$ cat src/irb_pkg.sv
// constants shared by the infrared remote register bank
package irb_pkg;
  // register byte addresses (16-bit registers, halfword aligned)
  localparam logic [15:0] ADDR_CLOCK_CTRL  = 16'h5320;
  localparam logic [15:0] ADDR_COUNTER_CTL = 16'h5322;
  localparam logic [15:0] ADDR_COUNTER_VAL = 16'h5324;
  localparam logic [15:0] ADDR_PULSE_LEN   = 16'h5326;
  localparam logic [15:0] ADDR_BIT_LEN     = 16'h5328;
  localparam logic [15:0] ADDR_STATUS      = 16'h532A;
  localparam logic [15:0] ADDR_INT_ENABLE  = 16'h532C;
  localparam logic [15:0] ADDR_CARRIER     = 16'h5330;
  localparam logic [15:0] ADDR_CARRIER_CTL = 16'h5332;

  // clock control fields
  localparam int CLK_RUN_DEBUG_BIT = 8;
  localparam int CLK_DIV_LSB       = 4;
  localparam int CLK_SRC_LSB       = 0;

  // counter control fields
  localparam int CTL_PRESET_BIT  = 9;
  localparam int CTL_RUN_BIT     = 8;
  localparam int CTL_INVERT_BIT  = 4;
  localparam int CTL_BUFFER_ENABLE_BIT   = 3;
  localparam int CTL_REPEAT_BIT  = 2;
  localparam int CTL_CRST_BIT    = 1;
  localparam int CTL_MODULE_ENABLE_BIT   = 0;

  // status and flag fields
  localparam int STA_RUNNING_BIT = 10;
  localparam int STA_BITBSY_BIT  = 9;
  localparam int STA_PULBSY_BIT  = 8;
  localparam int STA_BITIF_BIT   = 1;
  localparam int STA_PULIF_BIT   = 0;

  // carrier fields
  localparam int CAR_DUTY_LSB    = 8;
  localparam int CAR_EN_BIT      = 0;

  // values after reset
  localparam logic [15:0] RESET_ZERO = 16'h0000;
  localparam logic [1:0]  FLAGS_NONE = 2'h0;
endpackage

$ cat src/irb_flag_pair.sv
// sticky event flags with write-one-clear and bulk clear
module irb_flag_pair
  import irb_pkg::*;
(
  input  wire logic       sys_clk,
  input  wire logic       reset,
  input  wire logic [1:0] setEvent,
  input  wire logic [1:0] clearOnes,
  input  wire logic       clearAll,
  output logic      [1:0] flags
);
  typedef struct packed {
    logic [1:0] flags;
  } irb_flag_s;

  irb_flag_s state;
  irb_flag_s next_state;

  // a set in the same cycle as a clear wins, so no event is lost
  always_comb begin
    next_state = state;
    if (clearAll) begin
      next_state.flags = FLAGS_NONE;
    end else begin
      next_state.flags = state.flags & ~clearOnes;
    end
    next_state.flags = next_state.flags | setEvent;
  end

  // state register
  always_ff @(posedge sys_clk) begin
    if (reset) begin
      state.flags <= FLAGS_NONE;
    end else begin
      state <= next_state;
    end
  end

  assign flags = state.flags;
endmodule

$ cat src/irb_bit_counter.sv
// 16-bit data bit counter with synchronous clear
module irb_bit_counter
  import irb_pkg::*;
#(
  parameter int WIDTH = 16
)
(
  input  wire logic             sys_clk,
  input  wire logic             reset,
  input  wire logic             clear,
  input  wire logic             advance,
  output logic      [WIDTH-1:0] count
);
  typedef struct packed {
    logic [WIDTH-1:0] count;
  } irb_cnt_s;

  irb_cnt_s state;
  irb_cnt_s next_state;

  // clear beats advance: the reset command restarts the count
  always_comb begin
    next_state = state;
    if (clear) begin
      next_state.count = '0;
    end else if (advance) begin
      next_state.count = state.count + WIDTH'(1);
    end
  end

  // state register
  always_ff @(posedge sys_clk) begin
    if (reset) begin
      state.count <= '0;
    end else begin
      state <= next_state;
    end
  end

  assign count = state.count;
endmodule

$ cat src/irb_register_bank.sv
// register bank of the infrared remote transmitter
//
// The plain strobed port was decided locally.
module irb_register_bank
  import irb_pkg::*;
(
  input  wire logic        sys_clk,
  input  wire logic        reset,
  input  wire logic [15:0] busAddr,
  input  wire logic [15:0] busWriteData,
  input  wire logic        busWrite,
  input  wire logic        busRead,
  output logic      [15:0] busReadData,
  input  wire logic        bitDoneEvent,
  input  wire logic        pulseDoneEvent,
  input  wire logic        bitAdvance,
  input  wire logic        countRunning,
  input  wire logic        bitLengthPending,
  input  wire logic        pulseLengthPending,
  output logic             irq,
  output logic             moduleEnable,
  output logic             counterRun,
  output logic             counterPreset,
  output logic             counterResetPulse,
  output logic             bufferEnable,
  output logic             repeatMode,
  output logic             outputInvert,
  output logic      [15:0] pulseLengthValue,
  output logic      [15:0] bitLengthValue,
  output logic      [7:0]  carrierDuty,
  output logic      [7:0]  carrierPeriod,
  output logic             carrierEnable,
  output logic      [3:0]  clockDivider,
  output logic      [1:0]  clockSource,
  output logic             runInDebug
);
  // architectural state of the bank, apart from the bit counter and the sticky flags
  typedef struct packed {
    logic [15:0] readData;      // read answer, valid one cycle
    logic        runDebug;      // keep running while halted
    logic [3:0]  clock_divider;        // peripheral clock divider
    logic [1:0]  clock_source;        // peripheral clock source
    logic        preset;        // counter preset
    logic        run;           // counter run
    logic        invert;        // output polarity
    logic        buffer_enable;         // buffered length update
    logic        repeatMd;      // repeat/one-shot mode
    logic        module_enable;         // module enable
    logic        crstPulse;     // registered reset command
    logic [15:0] pulseLen;      // active pulse length
    logic [15:0] bitLen;        // data bit length
    logic        running;       // registered running status
    logic        bitBusy;       // bit length update pending
    logic        pulseBusy;     // pulse length update pending
    logic [1:0]  intEn;         // interrupt enables
    logic [7:0]  duty;          // carrier high width
    logic [7:0]  period;        // carrier period
    logic        carEn;         // carrier modulation enable
    logic        irqOut;        // interrupt line
  } irb_bank_s;

  irb_bank_s   state;
  irb_bank_s   next_state;
  logic [15:0] countValue;      // live bit counter
  logic [1:0]  flagBits;        // sticky interrupt flags
  logic        crstWrite;       // reset command written this cycle
  logic        wrCtl;           // write to counter control
  logic        wrFlags;         // write to status register
  logic [1:0]  flagClear;       // write-one-clear mask

  // address hit helper
  function automatic logic hit(input logic [15:0] a, input logic [15:0] r);
    hit = (a == r);
  endfunction

  // the reset command is a write-only strobe inside the control word
  assign wrCtl     = busWrite && hit(busAddr, ADDR_COUNTER_CTL);
  assign crstWrite = wrCtl && busWriteData[CTL_CRST_BIT];
  assign wrFlags   = busWrite && hit(busAddr, ADDR_STATUS);
  assign flagClear = wrFlags ? busWriteData[STA_BITIF_BIT:STA_PULIF_BIT]
                             : FLAGS_NONE;

  // counter, cleared by the reset command
  irb_bit_counter #(
    .WIDTH (16)
  ) u_counter (
    .sys_clk (sys_clk),
    .reset   (reset),
    .clear   (crstWrite),
    .advance (bitAdvance && state.run && !crstWrite),
    .count   (countValue)
  );

  // sticky flags, cleared by write-one or by the reset command
  irb_flag_pair u_flags (
    .sys_clk   (sys_clk),
    .reset     (reset),
    .setEvent  ({bitDoneEvent, pulseDoneEvent}),
    .clearOnes (flagClear),
    .clearAll  (crstWrite),
    .flags     (flagBits)
  );

  // next-state logic: writes, status tracking, read mux
  always_comb begin
    next_state = state;
    next_state.readData  = 16'h0000;
    next_state.crstPulse = crstWrite;

    // status inputs come from the same clock domain, no synchroniser
    // the running bit drops on the reset command even if the core
    // still reports activity in that cycle
    next_state.running = countRunning && !crstWrite;
    // busy bits only mean anything while buffering is on
    next_state.bitBusy   = state.buffer_enable && bitLengthPending;
    next_state.pulseBusy = state.buffer_enable && pulseLengthPending;

    if (busWrite) begin
      case (busAddr)
        ADDR_CLOCK_CTRL: begin
          next_state.runDebug = busWriteData[CLK_RUN_DEBUG_BIT];
          next_state.clock_divider   = busWriteData[CLK_DIV_LSB +: 4];
          next_state.clock_source   = busWriteData[CLK_SRC_LSB +: 2];
        end
        ADDR_COUNTER_CTL: begin
          next_state.preset   = busWriteData[CTL_PRESET_BIT];
          next_state.run      = busWriteData[CTL_RUN_BIT];
          next_state.invert   = busWriteData[CTL_INVERT_BIT];
          next_state.buffer_enable    = busWriteData[CTL_BUFFER_ENABLE_BIT];
          next_state.repeatMd = busWriteData[CTL_REPEAT_BIT];
          next_state.module_enable    = busWriteData[CTL_MODULE_ENABLE_BIT];
        end
        ADDR_PULSE_LEN: begin
          // ignored while the module is disabled
          if (state.module_enable) begin
            next_state.pulseLen = busWriteData;
          end
        end
        ADDR_BIT_LEN: begin
          // ignored while the module is disabled
          if (state.module_enable) begin
            next_state.bitLen = busWriteData;
          end
        end
        ADDR_INT_ENABLE: begin
          next_state.intEn = busWriteData[STA_BITIF_BIT:STA_PULIF_BIT];
        end
        ADDR_CARRIER: begin
          next_state.duty   = busWriteData[CAR_DUTY_LSB +: 8];
          next_state.period = busWriteData[7:0];
        end
        ADDR_CARRIER_CTL: begin
          next_state.carEn = busWriteData[CAR_EN_BIT];
        end
        default: begin
          // unmapped or read-only: no register changes; status writes clear flags via flagClear
        end
      endcase
    end

    // reset command overrides the preset and run bits just written
    if (crstWrite) begin
      next_state.preset = 1'b0;
      next_state.run    = 1'b0;
    end

    if (busRead) begin
      case (busAddr)
        ADDR_CLOCK_CTRL: begin
          next_state.readData[CLK_RUN_DEBUG_BIT]  = state.runDebug;
          next_state.readData[CLK_DIV_LSB +: 4]   = state.clock_divider;
          next_state.readData[CLK_SRC_LSB +: 2]   = state.clock_source;
        end
        ADDR_COUNTER_CTL: begin
          // the reset command bit always reads zero
          next_state.readData[CTL_PRESET_BIT] = state.preset;
          next_state.readData[CTL_RUN_BIT]    = state.run;
          next_state.readData[CTL_INVERT_BIT] = state.invert;
          next_state.readData[CTL_BUFFER_ENABLE_BIT]  = state.buffer_enable;
          next_state.readData[CTL_REPEAT_BIT] = state.repeatMd;
          next_state.readData[CTL_MODULE_ENABLE_BIT]  = state.module_enable;
        end
        ADDR_COUNTER_VAL: begin
          next_state.readData = countValue;
        end
        ADDR_PULSE_LEN: begin
          next_state.readData = state.pulseLen;
        end
        ADDR_BIT_LEN: begin
          next_state.readData = state.bitLen;
        end
        ADDR_STATUS: begin
          next_state.readData[STA_RUNNING_BIT] = state.running;
          next_state.readData[STA_BITBSY_BIT]  = state.bitBusy;
          next_state.readData[STA_PULBSY_BIT]  = state.pulseBusy;
          next_state.readData[STA_BITIF_BIT:STA_PULIF_BIT] = flagBits;
        end
        ADDR_INT_ENABLE: begin
          next_state.readData[STA_BITIF_BIT:STA_PULIF_BIT] = state.intEn;
        end
        ADDR_CARRIER: begin
          next_state.readData = {state.duty, state.period};
        end
        ADDR_CARRIER_CTL: begin
          next_state.readData[CAR_EN_BIT] = state.carEn;
        end
        default: begin
          // unmapped addresses read as zero
          next_state.readData = 16'h0000;
        end
      endcase
    end

    // level interrupt from registered flags; follows flags by one cycle
    next_state.irqOut = |(flagBits & state.intEn);
  end

  // state register, everything cleared by the synchronous reset
  always_ff @(posedge sys_clk) begin
    if (reset) begin
      state <= '0;
    end else begin
      state <= next_state;
    end
  end

  // outputs straight from flip-flops
  assign busReadData       = state.readData;
  assign irq               = state.irqOut;
  assign moduleEnable      = state.module_enable;
  assign counterRun        = state.run;
  assign counterPreset     = state.preset;
  assign counterResetPulse = state.crstPulse;
  assign bufferEnable      = state.buffer_enable;
  assign repeatMode        = state.repeatMd;
  assign outputInvert      = state.invert;
  assign pulseLengthValue  = state.pulseLen;
  assign bitLengthValue    = state.bitLen;
  assign carrierDuty       = state.duty;
  assign carrierPeriod     = state.period;
  assign carrierEnable     = state.carEn;
  assign clockDivider      = state.clock_divider;
  assign clockSource       = state.clock_source;
  assign runInDebug        = state.runDebug;
endmodule

$ cat config.mk
export PLATFORM = sky130hd
export DESIGN_NAME = irb_register_bank
export DESIGN_NICKNAME = d
export VERILOG_FILES = /design/src/irb_pkg.sv /design/src/irb_flag_pair.sv /design/src/irb_bit_counter.sv /design/src/irb_register_bank.sv
export SDC_FILE = /design/constraint.sdc
export NUM_CORES = 1
export LEC_CHECK = 0
export BUFFER_PORTS_ARGS = -buffer_cell sky130_fd_sc_hd__buf_2
export CORE_ASPECT_RATIO = 0.5
export CORE_MARGIN = 5
export CORE_UTILIZATION = 45
export DETAILED_ROUTE_END_ITERATION = 8
export PLACE_DENSITY = 0.7
export SYNTH_ARGS = -nofsm -noshare
export SYNTH_HDL_FRONTEND = slang
export SYNTH_HIERARCHICAL = 1
export SYNTH_SLANG_ARGS = --single-unit
$ cat constraint.sdc
create_clock -name sys_clk -period 2.35 [get_ports sys_clk]
set_clock_uncertainty 0.15 [all_clocks]
set_input_delay 0.1175 -clock sys_clk [delete_from_list [all_inputs] [get_ports sys_clk]]
set_output_delay 0.1175 -clock sys_clk [all_outputs]
set_load 0.05 [all_outputs]
### Yosys cells after proc, flatten, opt, wreduce, memory -nomap -nowiden

Cells that the tools add are included.

* register bits: 103
* input port bits: 42
* output and inout bits: 80
* word-level logic and storage cells: 68

* add/sub/neg operators: 1
* equal/unequal tests: 9
* muxes and demuxes: 11
* bitwise gates (word level): 5
* reductions and logical operators: 19

Operators with widths (count)
* 16-bit by 15-bit == test with 1-bit output, second input constant: 9
* 5-bit case mux with 4 select lines: 1
* 16-bit by 1-bit adder with 16-bit output, second input constant: 1
* 3-bit case mux with 5 select lines: 1
* 1-bit case mux with 7 select lines: 2
* 1-bit case mux with 6 select lines: 2
* 2-bit case mux with 5 select lines: 1
* 2-bit AND reduction: 5
* 1-bit case mux with 9 select lines: 1
* 1-bit logical AND: 8
* 3-bit AND reduction: 2
* 2-bit OR reduction: 3
* 1-bit case mux with 5 select lines: 1
* 2-bit AND: 2
* 2-bit two-way mux: 2
* 2-bit inverter: 1
* 2-bit bitwise OR: 1
* 1-bit logical NOT: 1
* 1-bit inverter: 1

### Logic depth before layout (Yosys ltp)

* word-level depth: 7
* gate-level depth with buffers: 11
* gate-level depth less buffers: 8

### By module

The synthesis kept the hierarchy.

Modules (own cells, without submodules)
* irb_register_bank: times used 1, cells an instance 500, area each 4326.6 um^2, seq. area each 1701.6 um^2
* irb_bit_counter: times used 1, cells an instance 86, area each 780.7 um^2, seq. area each 320.3 um^2
* irb_flag_pair: times used 1, cells an instance 8, area each 75.1 um^2, seq. area each 40.0 um^2

### Worst setup path after synthesis

Ideal clock, no wire load.

* path kind: reg2reg
* from: reg state, in the netlist moduleEnable
* to: reg state, in the netlist bitLengthValue[14]
* setup time: 0.128 ns
* arrival time: 1.855 ns
* setup slack: 0.217 ns
* cell stages (with the launch flop): 6
* buffers on the path: 1
* clock period less this slack: 2.133 ns
* cells stage by stage: dfxtp_1 > nand2_1 > nor4_4 > buf_6 > mux2i_1 > nor2_1

* longest elaborated chain between the ends: 1

Ends and longest elaborated chain
* start, declared: RTL line irb_register_bank.sv:62 `irb_bank_s state;`
* start signal, assigned: RTL line irb_register_bank.sv:223 `state <= next_state;`
* 3-bit AND reduction (no source line)

Every way passes these cells.
A chain may end at the register's enable or synchronous reset.

### Worst setup path after layout

* from: in busWriteData[1]
* to: reg u_counter/count[13] (netlist name)

* longest elaborated chain between the ends: 3
* elaborated cells on any way between the ends: 4

Ends and longest elaborated chain
* start, declared: RTL line irb_register_bank.sv:10 `input wire logic [15:0] busWriteData,`
* 1-bit logical AND *: RTL line irb_register_bank.sv:78 `assign crstWrite = wrCtl && busWriteData[CTL_CRST_BIT];`
* 1-bit logical NOT: RTL line irb_register_bank.sv:90 `.advance (bitAdvance && state.run && !crstWrite),`
* 1-bit logical AND: RTL line irb_register_bank.sv:90

Every way passes the cells marked *; elsewhere a longest branch is shown, timed or not.

==> reports/results.tsv <==
metric	value	unit
Final Cycle Share	0.8575	
via/cell ratio	5.485	
Final Hold Vio Count	0	
Initial DRC Count	355	
Mapped Cells	594	
Initial Util	0.4663	
Hold Path End	busReadData[0]	
CTS Hold Bufs	21	
Core ar.	11110	µm²
total number of vias	4525	
DIE HEIGHT	85.89	µm
R2R cell count	5	
Mapped Nets	637	
ys flop type	dfxtp_1	
H-tree levels	3	
post-detailed-route count of antenna-violating nets	0	
RR Startpoint	counterRun	
Power Dens Cells	569.9	nW/µm²
gp weighted congestion	0.9571	
Pins Over Slew Limit	0	
Netlist cell types	59	
Warnings, synthesis	6	
number of port buffers	121	
sequential area share after synthesis	0.3979	
Top Usage Layer GRT	met2	
RSZ-0062 raised after global routing	no	
total gr overflow	0	
antenna cells	0	
Placed Instances	788	
minimum clock period	2015	ps
largest net degree at the start of global routing	34	
Final setup viols	0	
GR Util met1	0.2925	
CTS tree	done	
Leak Pwr	2.454	nW
Post-CTS Setup Bufs	0	
Max-slew headroom	0.6674	
met3 Track Usage GR	0.05761	
number of global-route vias before repair	4264	
met2 Usage GRT	0.3241	
total track usage	0.2100	
Hold Crit Depth	4	
share of cells above drive strength 1	0.2868	
Slowest cell on crit path	dlygate4sd3_1	
Yosys top cell area share	0.3979	
critical-path maximum fanout	8	
synthesized cell area	5182	µm²
Routed Wire Length	14720	µm
Root Driver	clkbuf_16	
Die ar.	13890	µm²
actual slew at the worst max-slew pin	495.0	ps
HP Class	in -> reg	
ys async rst share	0	
top post-synthesis cells by area	dfxtp_1 40%, buf_4 10%, mux2i_1 8.3%	
first-pass GRT wire length	23110	µm
Critical Path RT	2470	ps
nets	718	
row count	27	
synthesis-stage register bit count	103	
worst hold start	busAddr[0]	
Worst setup SP type	primary input	
final non-filler cell total	825	
CTS sink cnt	103	
CP Launch Point	busWriteData[1]	
fill count	1030	
critical path endpoint category	flip-flop	
Final TNS setup	0	ps
max frequency	496.3	MHz
register area	2062	µm²
Reg clk slew, reported paths	70	ps
Die Wd	161.8	µm
crit path cell chain	dlygate4sd3_1 -> buf_2 -> nand2_1 -> and3_1 -> nand4_1 -> buf_4 -> nor4_2 -> mux2i_1	
TritonCTS buffer count	9	
Syn Area/Cell	8.725	µm²
max_cap viols	0	
Synth area leader	dfxtp_1	
reg2reg setup slack	560	ps
CTS resizes	0	
maximum VDD drop	0.3189	mV
area delta synth->final	16.49	%
run status	completed	
DRC Markers	0	
initial antenna violation count	0	
I/O pin cnt	122	
EDFF count, synth	0	
DRT Pass-1 Iters	5	
Clk Latency, worst-skew pair	340	ps
Worst EP arrival	2140	ps
Reg2Reg Capture Point	u_counter/count[13]	
Util after Layout	0.5432	
CP Class	in -> reg	
crit-path max cell delay	520	ps
area of the multi-input gates	2416	µm²
WL per Instance	17.84	µm
DP HPWL	10720	µm
Max clock buf depth	2	
## cell type report
| class | count | share of cell area |
|---|---|---|
| Multi-Input combinational cell | 383 | 0.4002 |
| Sequential cell | 103 | 0.3416 |
| Timing Repair Buffer | 173 | 0.1758 |
| Clock buffer | 9 | 0.03731 |
| Tap cell | 145 | 0.03005 |
| Clock inverter | 7 | 0.01202 |
| Inverter | 5 | 0.003109 |
## registers in the layout (all words and copies together) (netlist names)
name / cells
counterRun: 1
busReadData: 16
u_flags/flags: 2
runInDebug: 1
repeatMode: 1
carrierEnable: 1
u_counter/count: 16
carrierPeriod: 8
outputInvert: 1
moduleEnable: 1
counterResetPulse: 1
irq: 1
bitLengthValue: 16
carrierDuty: 8
clockSource: 2
clockDivider: 4
bufferEnable: 1
counterPreset: 1
state: 5
pulseLengthValue: 16
## logic make-up (layout without fill, tap and decap cells)
logic type | after synthesis | after routing | synth area share
flip-flops | 103 | 103 | 0.3979
adder cells (fa/ha/maj) | 1 | 1 | 0.002414
XOR/XNOR | 3 | 3 | 0.005071
buffers and inverters | 108 | 194 | 0.1359
multiplexers | 48 | 48 | 0.09391
AO/OA/AOI/OAI | 109 | 109 | 0.1284
AND/OR/NAND/NOR | 222 | 222 | 0.2364
## report_power, final
| group | internal, mW | switching, mW |
|---|---|---|
| Combinational | 0.0845 | 0.113 |
| Clock | 0.828 | 0.666 |
| Sequential | 1.75 | 0.00234 |
## cell usage in the layout, fill, tap and decap left out, drive strengths merged, types with 2 or more instances in the layout
cell	n
mux2i	43
xor2	2
buf	152
nor2b	4
and3b	3
and2	2
a31oi	2
and3	2
nand2	88
nor4b	3
dfxtp	103
clkbuf	9
a22o	3
nand3	11
a21oi	59
or2	3
nor4	9
dlygate4sd3	21
or3b	3
or3	7
clkinvlp	2
nand4	9
clkinv	3
a22oi	25
nand4bb	2
o31ai	4
nand2b	5
mux2	5
nor2	48
or4	5
o21ai	6
inv	6
nor3	8
nand3b	3
and4bb	3
o21a	2
## synthesized netlist by cell type (3+ instances only)
| master | n |
|---|---|
| a22o_1 | 3 |
| or3b_1 | 3 |
| nor2b_1 | 4 |
| nor4_2 | 6 |
| nand2b_1 | 5 |
| a21oi_1 | 59 |
| and3b_1 | 3 |
| dfxtp_1 | 103 |
| nor4b_1 | 3 |
| nand3_2 | 3 |
| mux2_2 | 5 |
| buf_2 | 10 |
| nand2_1 | 88 |
| or3_1 | 6 |
| nand4_1 | 9 |
| clkbuf_1 | 17 |
| nor4_4 | 3 |
| mux2i_1 | 43 |
| or4_1 | 5 |
| inv_1 | 4 |
| nand3b_1 | 3 |
| nor3_1 | 7 |
| o21ai_0 | 4 |
| nor2_1 | 48 |
| a22oi_1 | 25 |
| nand3_1 | 7 |
| and4bb_2 | 3 |
| o31ai_1 | 4 |
| buf_4 | 72 |
## per-layer routing
metal,routed length (µm),vias to the layer above
met2,6438,191
met5,0,-
li1,-,2174
met3,1330,17
met1,6769,2143
met4,178,0
## per-stage QoR
stage | hold slack (ps) | cell area (µm²) | worst slack [ps] | total power, mW
after global routing | 63.62 | 6037 | 194.8 | 3.550
after detailed placement | 217.1 | 5529 | 152.9 | 1.956
final | 36.65 | 6037 | 335.0 | 3.440
after CTS | 25.98 | 6037 | 348.3 | 3.448
after global placement | 210.8 | 5529 | 224.0 | 1.954
after floorplan | 36.57 | 5182 | 217.1 | 1.874
## critical path: cells and delay by family
| kind | cells | cell delay, ps |
|---|---|---|
| muxes | 1 | 210 |
| buffers and inverters | 3 | 920 |
| and+or+nand+nor | 4 | 880 |
## worst max-delay path by stage
| stage | to | slack, ps | depth (start not counted) |
|---|---|---|---|
| floorplan | bitLengthValue[14] | 220 | 5 |
| detailed placement | u_counter/count[13] | 150 | 10 |
| CTS | u_counter/count[13] | 350 | 8 |
| global placement | u_counter/count[13] | 220 | 10 |
| global route | u_counter/count[13] | 190 | 8 |
| finish | u_counter/count[13] | 330 | 8 |
(Power assumes the default switching activity.)
